### config.mk
export PLATFORM = sky130hd
export DESIGN_NAME = dtp_top
export DESIGN_NICKNAME = d
export VERILOG_FILES = /design/src/verilog/dtp_pkg.sv /design/src/verilog/dtp_top.sv /design/src/verilog/dtp_accum.sv /design/src/verilog/dtp_select.sv
export SDC_FILE = /design/constraint.sdc
export NUM_CORES = 1
export LEC_CHECK = 0
export BUFFER_PORTS_ARGS = -buffer_cell sky130_fd_sc_hd__buf_2
export CORE_UTILIZATION = 45
export CTS_CLUSTER_DIAMETER = 40
export DETAILED_ROUTE_END_ITERATION = 8
export PLACE_DENSITY = 0.74
export SYNTH_ARGS = -nofsm -noshare
export SYNTH_HDL_FRONTEND = slang
export SYNTH_HIERARCHICAL = 1
export SYNTH_SLANG_ARGS = --single-unit
### constraint.sdc
create_clock -name clk_sys_i -period 7.26 [get_ports clk_sys_i]
set_clock_uncertainty 0.2 [all_clocks]
set_input_delay 0.726 -clock clk_sys_i [delete_from_list [all_inputs] [get_ports clk_sys_i]]
set_output_delay 0.726 -clock clk_sys_i [all_outputs]
set_load 0.05 [all_outputs]
### src/verilog/dtp_pkg.sv
// package of constants and carrier types for the directory/tracker subcounters
// assumes a single core clock domain and a simple strobe register port
package dtp_pkg;

   // ************************************************************
   // register map (word offsets chosen for this block)
   // ************************************************************
   localparam logic [3:0] TRK_CNT_OFS  = 4'h0;
   localparam logic [3:0] DIR_CNT_OFS  = 4'h1;
   localparam logic [3:0] DIR_SEL_OFS  = 4'h2;
   localparam logic [3:0] OPC_FLT_OFS  = 4'h3;
   localparam logic [3:0] THR_OFS      = 4'h4;
   localparam logic [3:0] PERF_CTL_OFS = 4'h5;

   // ************************************************************
   // field positions
   // ************************************************************
   localparam int TRK_VALID_LSB = 16;
   localparam int TRK_LIVE_LSB  = 7;
   localparam int DIR_LIVE_LSB  = 16;
   localparam int ACC_LSB       = 0;
   localparam int SEL_W         = 5;
   localparam int SEL_A_LSB     = 0;
   localparam int SEL_B_LSB     = 5;
   localparam int SEL_C_LSB     = 10;
   localparam int SEL_D_LSB     = 15;
   localparam int THR_MODE_BIT  = 6;
   localparam int DIR_EN_BIT    = 0;

   // ************************************************************
   // widths and reset values
   // ************************************************************
   localparam int LIVE_W = 6;
   localparam int ACC_W  = 7;
   localparam int OPC_W  = 16;
   localparam int CODE_W = 4;
   localparam logic [5:0]  DIR_FULL_CNT  = 6'h20;
   localparam logic [15:0] OPC_RST       = 16'h0000;
   localparam logic [19:0] SEL_RST       = 20'h00000;
   localparam logic [6:0]  ACC_RST       = 7'h00;
   localparam logic [5:0]  LIVE_RST      = 6'h00;
   localparam logic [6:0]  THR_RST       = 7'h00;
   localparam logic [4:0]  FILTER_MAX    = 5'h06;
   localparam logic [4:0]  GATED_MAX     = 5'h07;

   // sub-event selection codes
   typedef enum logic [4:0] {
      DTP_SEL_WRAP    = 5'h00,
      DTP_SEL_ARRIVE  = 5'h01,
      DTP_SEL_RETIRE  = 5'h02,
      DTP_SEL_THRESH  = 5'h03,
      DTP_SEL_FULL    = 5'h04,
      DTP_SEL_NONEMPT = 5'h05
   } dtp_sel_e;

   // one transaction event from the directory cache pipeline
   typedef struct packed {
      logic             valid;
      logic [CODE_W-1:0] opcode;
   } dtp_txn_s;

   // register port request
   typedef struct packed {
      logic        wr;
      logic        rd;
      logic [3:0]  addr;
      logic [63:0] wdata;
   } dtp_req_s;

endpackage

### src/verilog/dtp_top.sv
// directory cache and in-flight tracker performance subcounters
// assumes tracker/directory strobes are synchronous to clk_sys_i
`timescale 1ns/1ps
module dtp_top #(
   parameter int TRK_N = 48
) (
   input  wire logic                  clk_sys_i,
   input  wire logic                  arst_n_i,
   input  wire logic                  ce_i,
   input  wire logic                  freeze_i,
   input  wire logic [TRK_N-1:0]      trk_alloc_i,
   input  wire logic [TRK_N-1:0]      trk_free_i,
   input  wire dtp_pkg::dtp_txn_s     dir_insert_i,
   input  wire dtp_pkg::dtp_txn_s     dir_retire_i,
   input  wire dtp_pkg::dtp_req_s     req_i,
   output logic [63:0]                rdata_o,
   output logic                       tracker_overflow_event_o,
   output logic [3:0]                 generic_directory_event_o
);

   // ************************************************************
   // state
   // ************************************************************
   logic [TRK_N-1:0]          trk_valid_reg;
   logic [dtp_pkg::LIVE_W-1:0] trk_live;
   logic [dtp_pkg::ACC_W-1:0]  trk_acc;
   logic [dtp_pkg::LIVE_W-1:0] dir_live_reg;
   logic [dtp_pkg::LIVE_W-1:0] dir_live_next;
   logic [dtp_pkg::ACC_W-1:0]  dir_acc;
   logic [19:0]               sel_reg;
   logic [15:0]               opc_reg;
   logic [6:0]                thr_reg;
   logic                      dir_en_reg;
   logic [63:0]               rdata_reg;
   logic                      arrive_reg;
   logic                      retire_reg;
   logic                      ins_hit;
   logic                      ret_hit;
   logic                      wr_trk;
   logic                      wr_dir;
   logic                      wr_sel;
   logic                      wr_opc;
   logic                      wr_thr;
   logic                      wr_ctl;
   logic                      thresh;

   // ************************************************************
   // register strobes
   // ************************************************************
   assign wr_trk = req_i.wr & (req_i.addr == dtp_pkg::TRK_CNT_OFS);
   assign wr_dir = req_i.wr & (req_i.addr == dtp_pkg::DIR_CNT_OFS);
   assign wr_sel = req_i.wr & (req_i.addr == dtp_pkg::DIR_SEL_OFS);
   assign wr_opc = req_i.wr & (req_i.addr == dtp_pkg::OPC_FLT_OFS);
   assign wr_thr = req_i.wr & (req_i.addr == dtp_pkg::THR_OFS);
   assign wr_ctl = req_i.wr & (req_i.addr == dtp_pkg::PERF_CTL_OFS);

   // ************************************************************
   // in-flight tracker occupancy
   // ************************************************************

   // one flop per entry; allocation wins over a same-cycle free
   genvar g;
   generate
      for (g = 0; g < TRK_N; g++)
      begin : g_trk
         always_ff @(posedge clk_sys_i or negedge arst_n_i)
         begin
            if (!arst_n_i)
               trk_valid_reg[g] <= 1'b0;
            else if (ce_i)
            begin
               if (trk_alloc_i[g])
                  trk_valid_reg[g] <= 1'b1;
               else if (trk_free_i[g])
                  trk_valid_reg[g] <= 1'b0;
            end
         end
      end
   endgenerate

   // live tracker count is the population of the valid vector
   always_comb
   begin
      trk_live = '0;
      for (int i = 0; i < TRK_N; i++)
         trk_live = trk_live + dtp_pkg::LIVE_W'(trk_valid_reg[i]);
   end

   // tracker accumulator stops under freeze, unlike the directory live count
   dtp_accum #(
      .LIVE_W (dtp_pkg::LIVE_W),
      .ACC_W  (dtp_pkg::ACC_W)
   ) u_trk_acc (
      .clk_sys_i  (clk_sys_i),
      .arst_n_i   (arst_n_i),
      .ce_i       (ce_i),
      .run_i      (~freeze_i),
      .live_i     (trk_live),
      .load_i     (wr_trk),
      .load_val_i (req_i.wdata[dtp_pkg::ACC_W-1:0]),
      .acc_o      (trk_acc)
   );

   assign tracker_overflow_event_o = trk_acc[dtp_pkg::ACC_W-1];

   // ************************************************************
   // directory cache outstanding count
   // ************************************************************

   // decoded mask: each opcode value picks one bit of the filter
   assign ins_hit = dir_insert_i.valid & opc_reg[dir_insert_i.opcode];
   assign ret_hit = dir_retire_i.valid & opc_reg[dir_retire_i.opcode];

   always_comb
   begin
      dir_live_next = dir_live_reg;
      if (ins_hit && !ret_hit)
         dir_live_next = dir_live_reg + 6'h01;
      else if (ret_hit && !ins_hit)
         dir_live_next = dir_live_reg - 6'h01;
   end

   // freeze is deliberately not looked at here
   always_ff @(posedge clk_sys_i or negedge arst_n_i)
   begin
      if (!arst_n_i)
         dir_live_reg <= dtp_pkg::LIVE_RST;
      else if (ce_i)
      begin
         if (wr_opc)
            dir_live_reg <= dtp_pkg::LIVE_RST;
         else if (wr_dir)
            dir_live_reg <= req_i.wdata[dtp_pkg::DIR_LIVE_LSB +: dtp_pkg::LIVE_W];
         else
            dir_live_reg <= dir_live_next;
      end
   end

   dtp_accum #(
      .LIVE_W (dtp_pkg::LIVE_W),
      .ACC_W  (dtp_pkg::ACC_W)
   ) u_dir_acc (
      .clk_sys_i  (clk_sys_i),
      .arst_n_i   (arst_n_i),
      .ce_i       (ce_i),
      .run_i      (~freeze_i),
      .live_i     (dir_live_reg),
      .load_i     (wr_dir),
      .load_val_i (req_i.wdata[dtp_pkg::ACC_W-1:0]),
      .acc_o      (dir_acc)
   );

   // ************************************************************
   // control registers
   // ************************************************************

   // selector codes; upper write bits are dropped
   always_ff @(posedge clk_sys_i or negedge arst_n_i)
   begin
      if (!arst_n_i)
         sel_reg <= dtp_pkg::SEL_RST;
      else if (ce_i && wr_sel)
         sel_reg <= req_i.wdata[19:0];
   end

   // decoded opcode filter, shared by inserts and retirements
   always_ff @(posedge clk_sys_i or negedge arst_n_i)
   begin
      if (!arst_n_i)
         opc_reg <= dtp_pkg::OPC_RST;
      else if (ce_i && wr_opc)
         opc_reg <= req_i.wdata[dtp_pkg::OPC_W-1:0];
   end

   // threshold mode and value
   always_ff @(posedge clk_sys_i or negedge arst_n_i)
   begin
      if (!arst_n_i)
         thr_reg <= dtp_pkg::THR_RST;
      else if (ce_i && wr_thr)
         thr_reg <= req_i.wdata[6:0];
   end

   // event enable is off after reset, so no directory event leaks before software is ready
   always_ff @(posedge clk_sys_i or negedge arst_n_i)
   begin
      if (!arst_n_i)
         dir_en_reg <= 1'b0;
      else if (ce_i && wr_ctl)
         dir_en_reg <= req_i.wdata[dtp_pkg::DIR_EN_BIT];
   end

   // ************************************************************
   // sub-event sources
   // ************************************************************

   // matched insert pulse, registered so the event output comes from a flop
   always_ff @(posedge clk_sys_i or negedge arst_n_i)
   begin
      if (!arst_n_i)
         arrive_reg <= 1'b0;
      else if (ce_i)
         arrive_reg <= ins_hit;
   end

   // matched retirement pulse, same one-cycle lag as the insert pulse
   always_ff @(posedge clk_sys_i or negedge arst_n_i)
   begin
      if (!arst_n_i)
         retire_reg <= 1'b0;
      else if (ce_i)
         retire_reg <= ret_hit;
   end

   // threshold mode bit 6: one means at-or-above, zero means at-or-below
   always_comb
   begin
      if (thr_reg[dtp_pkg::THR_MODE_BIT])
         thresh = dir_live_reg >= thr_reg[5:0];
      else
         thresh = dir_live_reg <= thr_reg[5:0];
   end

   generate
      for (g = 0; g < 4; g++)
      begin : g_sel
         dtp_select u_sel (
            .code_i     (sel_reg[g*dtp_pkg::SEL_W +: dtp_pkg::SEL_W]),
            .enable_i   (dir_en_reg),
            .wrap_i     (dir_acc[dtp_pkg::ACC_W-1]),
            .arrive_i   (arrive_reg),
            .retire_i   (retire_reg),
            .thresh_i   (thresh),
            .full_i     (dir_live_reg == dtp_pkg::DIR_FULL_CNT),
            .nonempty_i (dir_live_reg != 6'h00),
            .event_o    (generic_directory_event_o[g])
         );
      end
   endgenerate

   // ************************************************************
   // read port
   // ************************************************************

   // read data valid one cycle after the strobe; zero after any other enabled edge, held while ce_i is low
   always_ff @(posedge clk_sys_i or negedge arst_n_i)
   begin
      if (!arst_n_i)
         rdata_reg <= 64'h0;
      else if (ce_i)
      begin
         rdata_reg <= 64'h0;
         if (req_i.rd)
         begin
            case (req_i.addr)
               dtp_pkg::TRK_CNT_OFS:
                  rdata_reg <= {trk_valid_reg, 3'h0, trk_live, trk_acc};
               dtp_pkg::DIR_CNT_OFS:
                  rdata_reg <= {42'h0, dir_live_reg, 9'h0, dir_acc};
               dtp_pkg::DIR_SEL_OFS:
                  rdata_reg <= {44'h0, sel_reg};
               dtp_pkg::OPC_FLT_OFS:
                  rdata_reg <= {48'h0, opc_reg};
               dtp_pkg::THR_OFS:
                  rdata_reg <= {57'h0, thr_reg};
               dtp_pkg::PERF_CTL_OFS:
                  rdata_reg <= {63'h0, dir_en_reg};
               default:
                  rdata_reg <= 64'h0;
            endcase
         end
      end
   end

   assign rdata_o = rdata_reg;

endmodule

### src/verilog/dtp_accum.sv
// seven-bit occupancy accumulator with wrap and software load
// assumes load and tick come from logic on clk_sys_i
`timescale 1ns/1ps
module dtp_accum #(
   parameter int LIVE_W = 6,
   parameter int ACC_W  = 7
) (
   input  wire logic              clk_sys_i,
   input  wire logic              arst_n_i,
   input  wire logic              ce_i,
   input  wire logic              run_i,
   input  wire logic [LIVE_W-1:0] live_i,
   input  wire logic              load_i,
   input  wire logic [ACC_W-1:0]  load_val_i,
   output logic      [ACC_W-1:0]  acc_o
);

   logic [ACC_W-1:0] acc_reg;
   logic [ACC_W-1:0] acc_next;

   // wrap-around sum, the top bit is the overflow seen downstream
   always_comb
   begin
      acc_next = acc_reg + ACC_W'(live_i);
   end

   // software load wins over accumulation
   always_ff @(posedge clk_sys_i or negedge arst_n_i)
   begin
      if (!arst_n_i)
         acc_reg <= '0;
      else if (ce_i)
      begin
         if (load_i)
            acc_reg <= load_val_i;
         else if (run_i)
            acc_reg <= acc_next;
      end
   end

   assign acc_o = acc_reg;

endmodule

### src/verilog/dtp_select.sv
// one sub-event selector: code to event mux with enable gating
// assumes all inputs are registered state on clk_sys_i
`timescale 1ns/1ps
module dtp_select (
   input  wire logic [4:0] code_i,
   input  wire logic       enable_i,
   input  wire logic       wrap_i,
   input  wire logic       arrive_i,
   input  wire logic       retire_i,
   input  wire logic       thresh_i,
   input  wire logic       full_i,
   input  wire logic       nonempty_i,
   output logic            event_o
);

   logic raw;

   // codes above five are not decoded by any selector and give nothing here
   always_comb
   begin
      case (code_i)
         dtp_pkg::DTP_SEL_WRAP:    raw = wrap_i;
         dtp_pkg::DTP_SEL_ARRIVE:  raw = arrive_i;
         dtp_pkg::DTP_SEL_RETIRE:  raw = retire_i;
         dtp_pkg::DTP_SEL_THRESH:  raw = thresh_i;
         dtp_pkg::DTP_SEL_FULL:    raw = full_i;
         dtp_pkg::DTP_SEL_NONEMPT: raw = nonempty_i;
         default:                  raw = 1'b0;
      endcase
      event_o = raw & (enable_i | (code_i > dtp_pkg::GATED_MAX));
   end

endmodule

Yosys cells after proc, flatten, opt, wreduce, memory -nomap -nowiden. Cells that the tools add are included.

Register bits after elaboration: 178. Bits of input ports: 180. Output and inout port bits: 69. Word-level logic and storage cells: 390.

Add/sub/neg operators: 51. Magnitude comparators: 8. Equality and inequality tests: 28. Mux-type cells: 115. Bitwise logic cells: 16. Reduce and logical (&&, ||, !) cells: 114.

Operator list (count): one-hot mux 64 bit (6 select lines) (1); adder 6 x 1 -> 6 bit (42); AND reduction 2 bit (51); two-way mux 1 bit (99); nonzero test 2 bit (48); two-way mux 64 bit (1); equality test 5 x 2 -> 1 bit, second input constant (8); equality test 5 x 3 -> 1 bit, second input constant (8); two-way mux 7 bit (4); two-way mux 6 bit (4); one-hot mux 1 bit (6 select lines) (4); equality test 5 x 1 -> 1 bit, second input constant (4); > comparator 5 x 3 -> 1 bit, second input constant (4); zero test 5 bit (4); adder 7 x 6 -> 7 bit (2); AND 1 bit (12); < comparator 4 x 5 -> 1 bit, second input constant (2); binary-select mux 1 bit (select 4 bit) (2); equality test 4 x 2 -> 1 bit, second input constant (2); equality test 4 x 3 -> 1 bit, second input constant (2); adder 5 x 1 -> 6 bit (1); adder 6 x 1 -> 6 bit, second input constant (1); equality test 6 bit, second input constant (1); greater-or-equal comparator 6 bit (1); 14 further kinds (24).

Depth between registers and ports, before layout.
Depth in word-level cells: 50. Mapped depth: 22.

By module. The synthesis kept the hierarchy.

Modules (own cells, without submodules): dtp_top (times used 1, cells each 718, area each 8627.0 sq um, sequential area each 4103.9 sq um); dtp_accum (times used 2, cells each 65, area each 595.6 sq um, sequential area each 175.2 sq um); dtp_select (times used 4, cells each 11, area each 68.8 sq um, sequential area each 0.0 sq um).

Worst setup path after synthesis. No wires, ideal clock.

Path kind: reg-to-reg. From: register trk_valid_reg[35]. To: register u_trk_acc.acc_reg[5], in the netlist u_trk_acc/acc_o[5]. Setup time: 64 ps. Data arrival time: 6113 ps. Slack: 883 ps. Stages on the path, launching flop included: 22. Path buffers: 0. Clock period less this slack: 6377 ps. Cells stage by stage: dfrtp_1 inv_1 fa_1 inv_1 fa_1 inv_1 fa_1 fa_1 inv_1 fa_1 fa_1 inv_1 fa_1 inv_1 fa_1 a21o_1 a21oi_1 xnor2_1 ha_1 or2_2 a2111oi_2 or3b_1.

Word-level cells in the longest chain between the ends: 16.

RTL lines: start, declared (RTL line dtp_top.sv:24) `logic [TRK_N-1:0] trk_valid_reg;`; start signal, assigned by index (RTL line dtp_top.sv:69) `trk_valid_reg[g] <= 1'b0;`; start signal, assigned by index (RTL line dtp_top.sv:73) `trk_valid_reg[g] <= 1'b1;`; start signal, assigned by index (RTL line dtp_top.sv:75) `trk_valid_reg[g] <= 1'b0;`; adder 6 x 1 -> 6 bit (13 in series) (RTL line dtp_top.sv:86) `trk_live = trk_live + dtp_pkg::LIVE_W'(trk_valid_reg[i]);`; net trk_live, one bit (RTL line dtp_top.sv:25) `logic [dtp_pkg::LIVE_W-1:0] trk_live;`; adder 7 x 6 -> 7 bit (RTL line dtp_accum.sv:24) `acc_next = acc_reg + ACC_W'(live_i);`; two-way mux 7 bit (RTL line dtp_accum.sv:36) `else if (run_i)`; two-way mux 7 bit (RTL line dtp_accum.sv:34) `if (load_i)`; end signal, assigned (RTL line dtp_accum.sv:35) `acc_reg <= load_val_i;`; end signal, assigned (RTL line dtp_accum.sv:37) `acc_reg <= acc_next;`; end, declared (RTL line dtp_accum.sv:18) `logic [ACC_W-1:0] acc_reg;`.

The timed path passes the listed nets, and every way through them passes these cells. The select of a mux whose other input is x is not followed. A chain may end at the register's enable or synchronous reset.

Final worst setup path. Ends and elaborated chain as after synthesis.

==> out/metrics.yaml <==
status:
  status: "finished, final reports clean"
grt:
  grt_overflow: 0
  grt_usage_pct: 24.6
  grt_max_degree: 86
  grt_pass1_vias: 7803
  antenna_found_initial: 1
  grt_pass1_wl_mm: 42.2
worst_setup_path:
  setup.worst_path.end_class: "register"
  path_class: "reg -> reg"
  cp.arrival_ps: 6930
  slowest_delay_ps: 550
  cp.required_ps: 7370
  timing.critical_path.mode_cell: "fa_1"
  critPathSlowestCell: "fa_1"
  start_kind: "register"
  crit_path_max_fanout: 3
  rrSetupSlack_ps: 430
  critical_path.cell_chain: "inv_1, fa_1, inv_1, fa_1, inv_1, fa_1, fa_1, inv_1, fa_1, fa_1, inv_1, fa_1, inv_1, fa_1, a21o_1, a21oi_1, xnor2_1, ha_1, or2_2, nand3_1, or3b_1"
routing:
  wl_per_cell_um: 19.8
  drtAntennaViolNets: 0
  drc: 0
  routed_via_density: 5.70
  wl_mm: 27.2
  drtIter0Drc: 606
  num_vias: 7830
  first_pass_iters: 6
logic_synthesis:
  yosysTopAreaCell: "dfrtp_1"
  syn_nets: 1147
  synth-seq-area-share_pct: 44.1
  yosysMostFrequentCell: "dfrtp_1"
  avgSynthCellArea_sq_um: 11.3
  netlist_instances: 892
  synth_top_area_share_pct: 44.1
  yosysWarnings: 6
  synth_edf_count: 0
  synthFlopType: "dfrtp_1"
  mappedNetlistArea_sq_mm: 0.0101
  synthTopCellsByArea: "dfrtp_1 44%, fa_1 8.3%, a22o_1 8.3%"
  synth-seq-cells: 178
  synth.distinct_cells: 58
  async_flop_share_pct: 100
  synthTopCellsByCount: "178 x dfrtp_1, 97 x inv_1, 96 x a22o_1"
clock_tree:
  cts_tree: "built"
  clock_path_buffers: 2
  clockRootBuffer: "clkbuf_16"
  post_cts_buffers: 0
  cts_inserted_buffers: 17
  ctsHoldBuffers: 0
  clock-sinks: 178
  clkLatencyLatePin_ps: 430
  path_clk_slew_ps: 70
  post_cts_resized: 0
  htree_levels: 4
final_layout:
  multiInputGateArea_sq_mm: 0.00504
  fill_cells: 1919
  final-seq-area_sq_mm: 0.00445
  drive_gt1_share_pct: 28.8
  final_nets: 1334
  largest_reg_flops: 64
  syn_to_final_growth_pct: 18.2
timing:
  relSlewSlack_pct: 28.7
  max_freq_mhz: 146
  setup_tns_ps: 0
  timing.final.crit_period_ps: 6830
  layout_worst_path_cycle_share_pct: 94.0
  setup_viol: 0
  worstMarginPinSlew_ps: 1070
  finalHoldViolations: 0
  slew_viol_final: 0
  rsz0062_at_grt: "false"
place:
  port_buffers: 206
  post-dp-hpwl_mm: 20.1
  routabilityCongestion: 0.884
worst_hold_path:
  hold_class: "in -> async"
die:
  die_x_um: 152
  core_sq_mm: 0.0219
  die_height_um: 152
  fp-row-count: 54
  die-area_sq_mm: 0.0230
  start_util_pct: 46.1
  io_pins: 249
flow_run:
  cap_violations: 0
## stage by stage
step	setup WS, ps	instances	hold WS, ps	instance area [sq um]	utilization (%)
4_1_cts	419	1372	5.96	11900	54.5
3_5_place_dp	428	1340	265	11300	51.6
6_report	433	1373	2.61	11900	54.5
3_3_place_gp	490	1340	263	11300	51.6
5_1_grt	110	1372	16.3	11900	54.5
2_1_floorplan	883	892	230	10100	-
## cell families after synthesis
| family | count (synthesis) | synth area share [%] |
|---|---|---|
| compound gates | 250 | 19.3 |
| flops | 178 | 44.1 |
| simple gates | 175 | 9.31 |
| buf+inv | 141 | 5.96 |
| fa+ha+maj | 75 | 12.4 |
| mux | 64 | 8.06 |
| xor+xnor | 9 | 0.781 |
## final cells by class
cell class | count | area share, %
tap | 280 | 2.94
inverter | 97 | 3.05
clock inverter | 13 | 1.62
sequential | 178 | 37.3
multi-input combinational | 573 | 42.2
timing repair buffer | 212 | 9.09
clock buffer | 19 | 3.71
antenna | 1 | 0.0210
## cells in the final DEF, fill, tap and decap left out, drive strengths merged, types with 8 or more instances in the layout
| master | n |
|---|---|
| ha | 33 |
| a211oi | 11 |
| a22o | 96 |
| o2bb2ai | 15 |
| fa | 42 |
| inv | 102 |
| nor2 | 23 |
| nand2 | 89 |
| a22oi | 12 |
| clkbuf | 19 |
| o21ai | 41 |
| a222oi | 10 |
| nand3 | 8 |
| nor2b | 9 |
| dfrtp | 178 |
| a21oi | 28 |
| mux2 | 41 |
| buf | 212 |
| nor3b | 8 |
| mux2i | 16 |
| a21o | 18 |
## worst max-delay path: cells and delay by family (launching register included)
family / cells / cell delay, ps
buffers and inverters: 6 / 380
AOI/OAI and AO/OA: 2 / 350
xor gates and xnor gates: 1 / 280
adders and majority gates: 9 / 4360
and+or+nand+nor: 3 / 750
DFF: 1 / 380
## metal layers
| metal | vias to the layer above | GRT usage [%] | share of wire, % |
|---|---|---|---|
| met2 | 301 | 41.4 | 48 |
| met1 | 3894 | 32.2 | 43 |
| met3 | 40 | 3.95 | 6.6 |
| li1 | 3595 | - | - |
| met4 | 0 | 8.61 | 2.4 |
| met5 | - | 0 | 0 |
## worst paths after layout
check                      depth (start not counted)                          start                              to
max reg2reg                                       21  trk_valid_reg[35]$_DFFE_PN0P_  u_trk_acc/acc_o[5]$_DFFE_PN0P_
min                                                1                       arst_n_i         rdata_o[57]$_DFFE_PN0P_
min reg2reg                                        1         rdata_o[4]$_DFFE_PN0P_          rdata_o[4]$_DFFE_PN0P_
max                                               21  trk_valid_reg[35]$_DFFE_PN0P_  u_trk_acc/acc_o[5]$_DFFE_PN0P_
max in group asynchronous                          2                       arst_n_i         rdata_o[20]$_DFFE_PN0P_
min in group clk_sys_i                             1         rdata_o[4]$_DFFE_PN0P_          rdata_o[4]$_DFFE_PN0P_
Power is not shown: default switching activity piles up to over one toggle a cycle in this logic, so the estimate is an artifact.
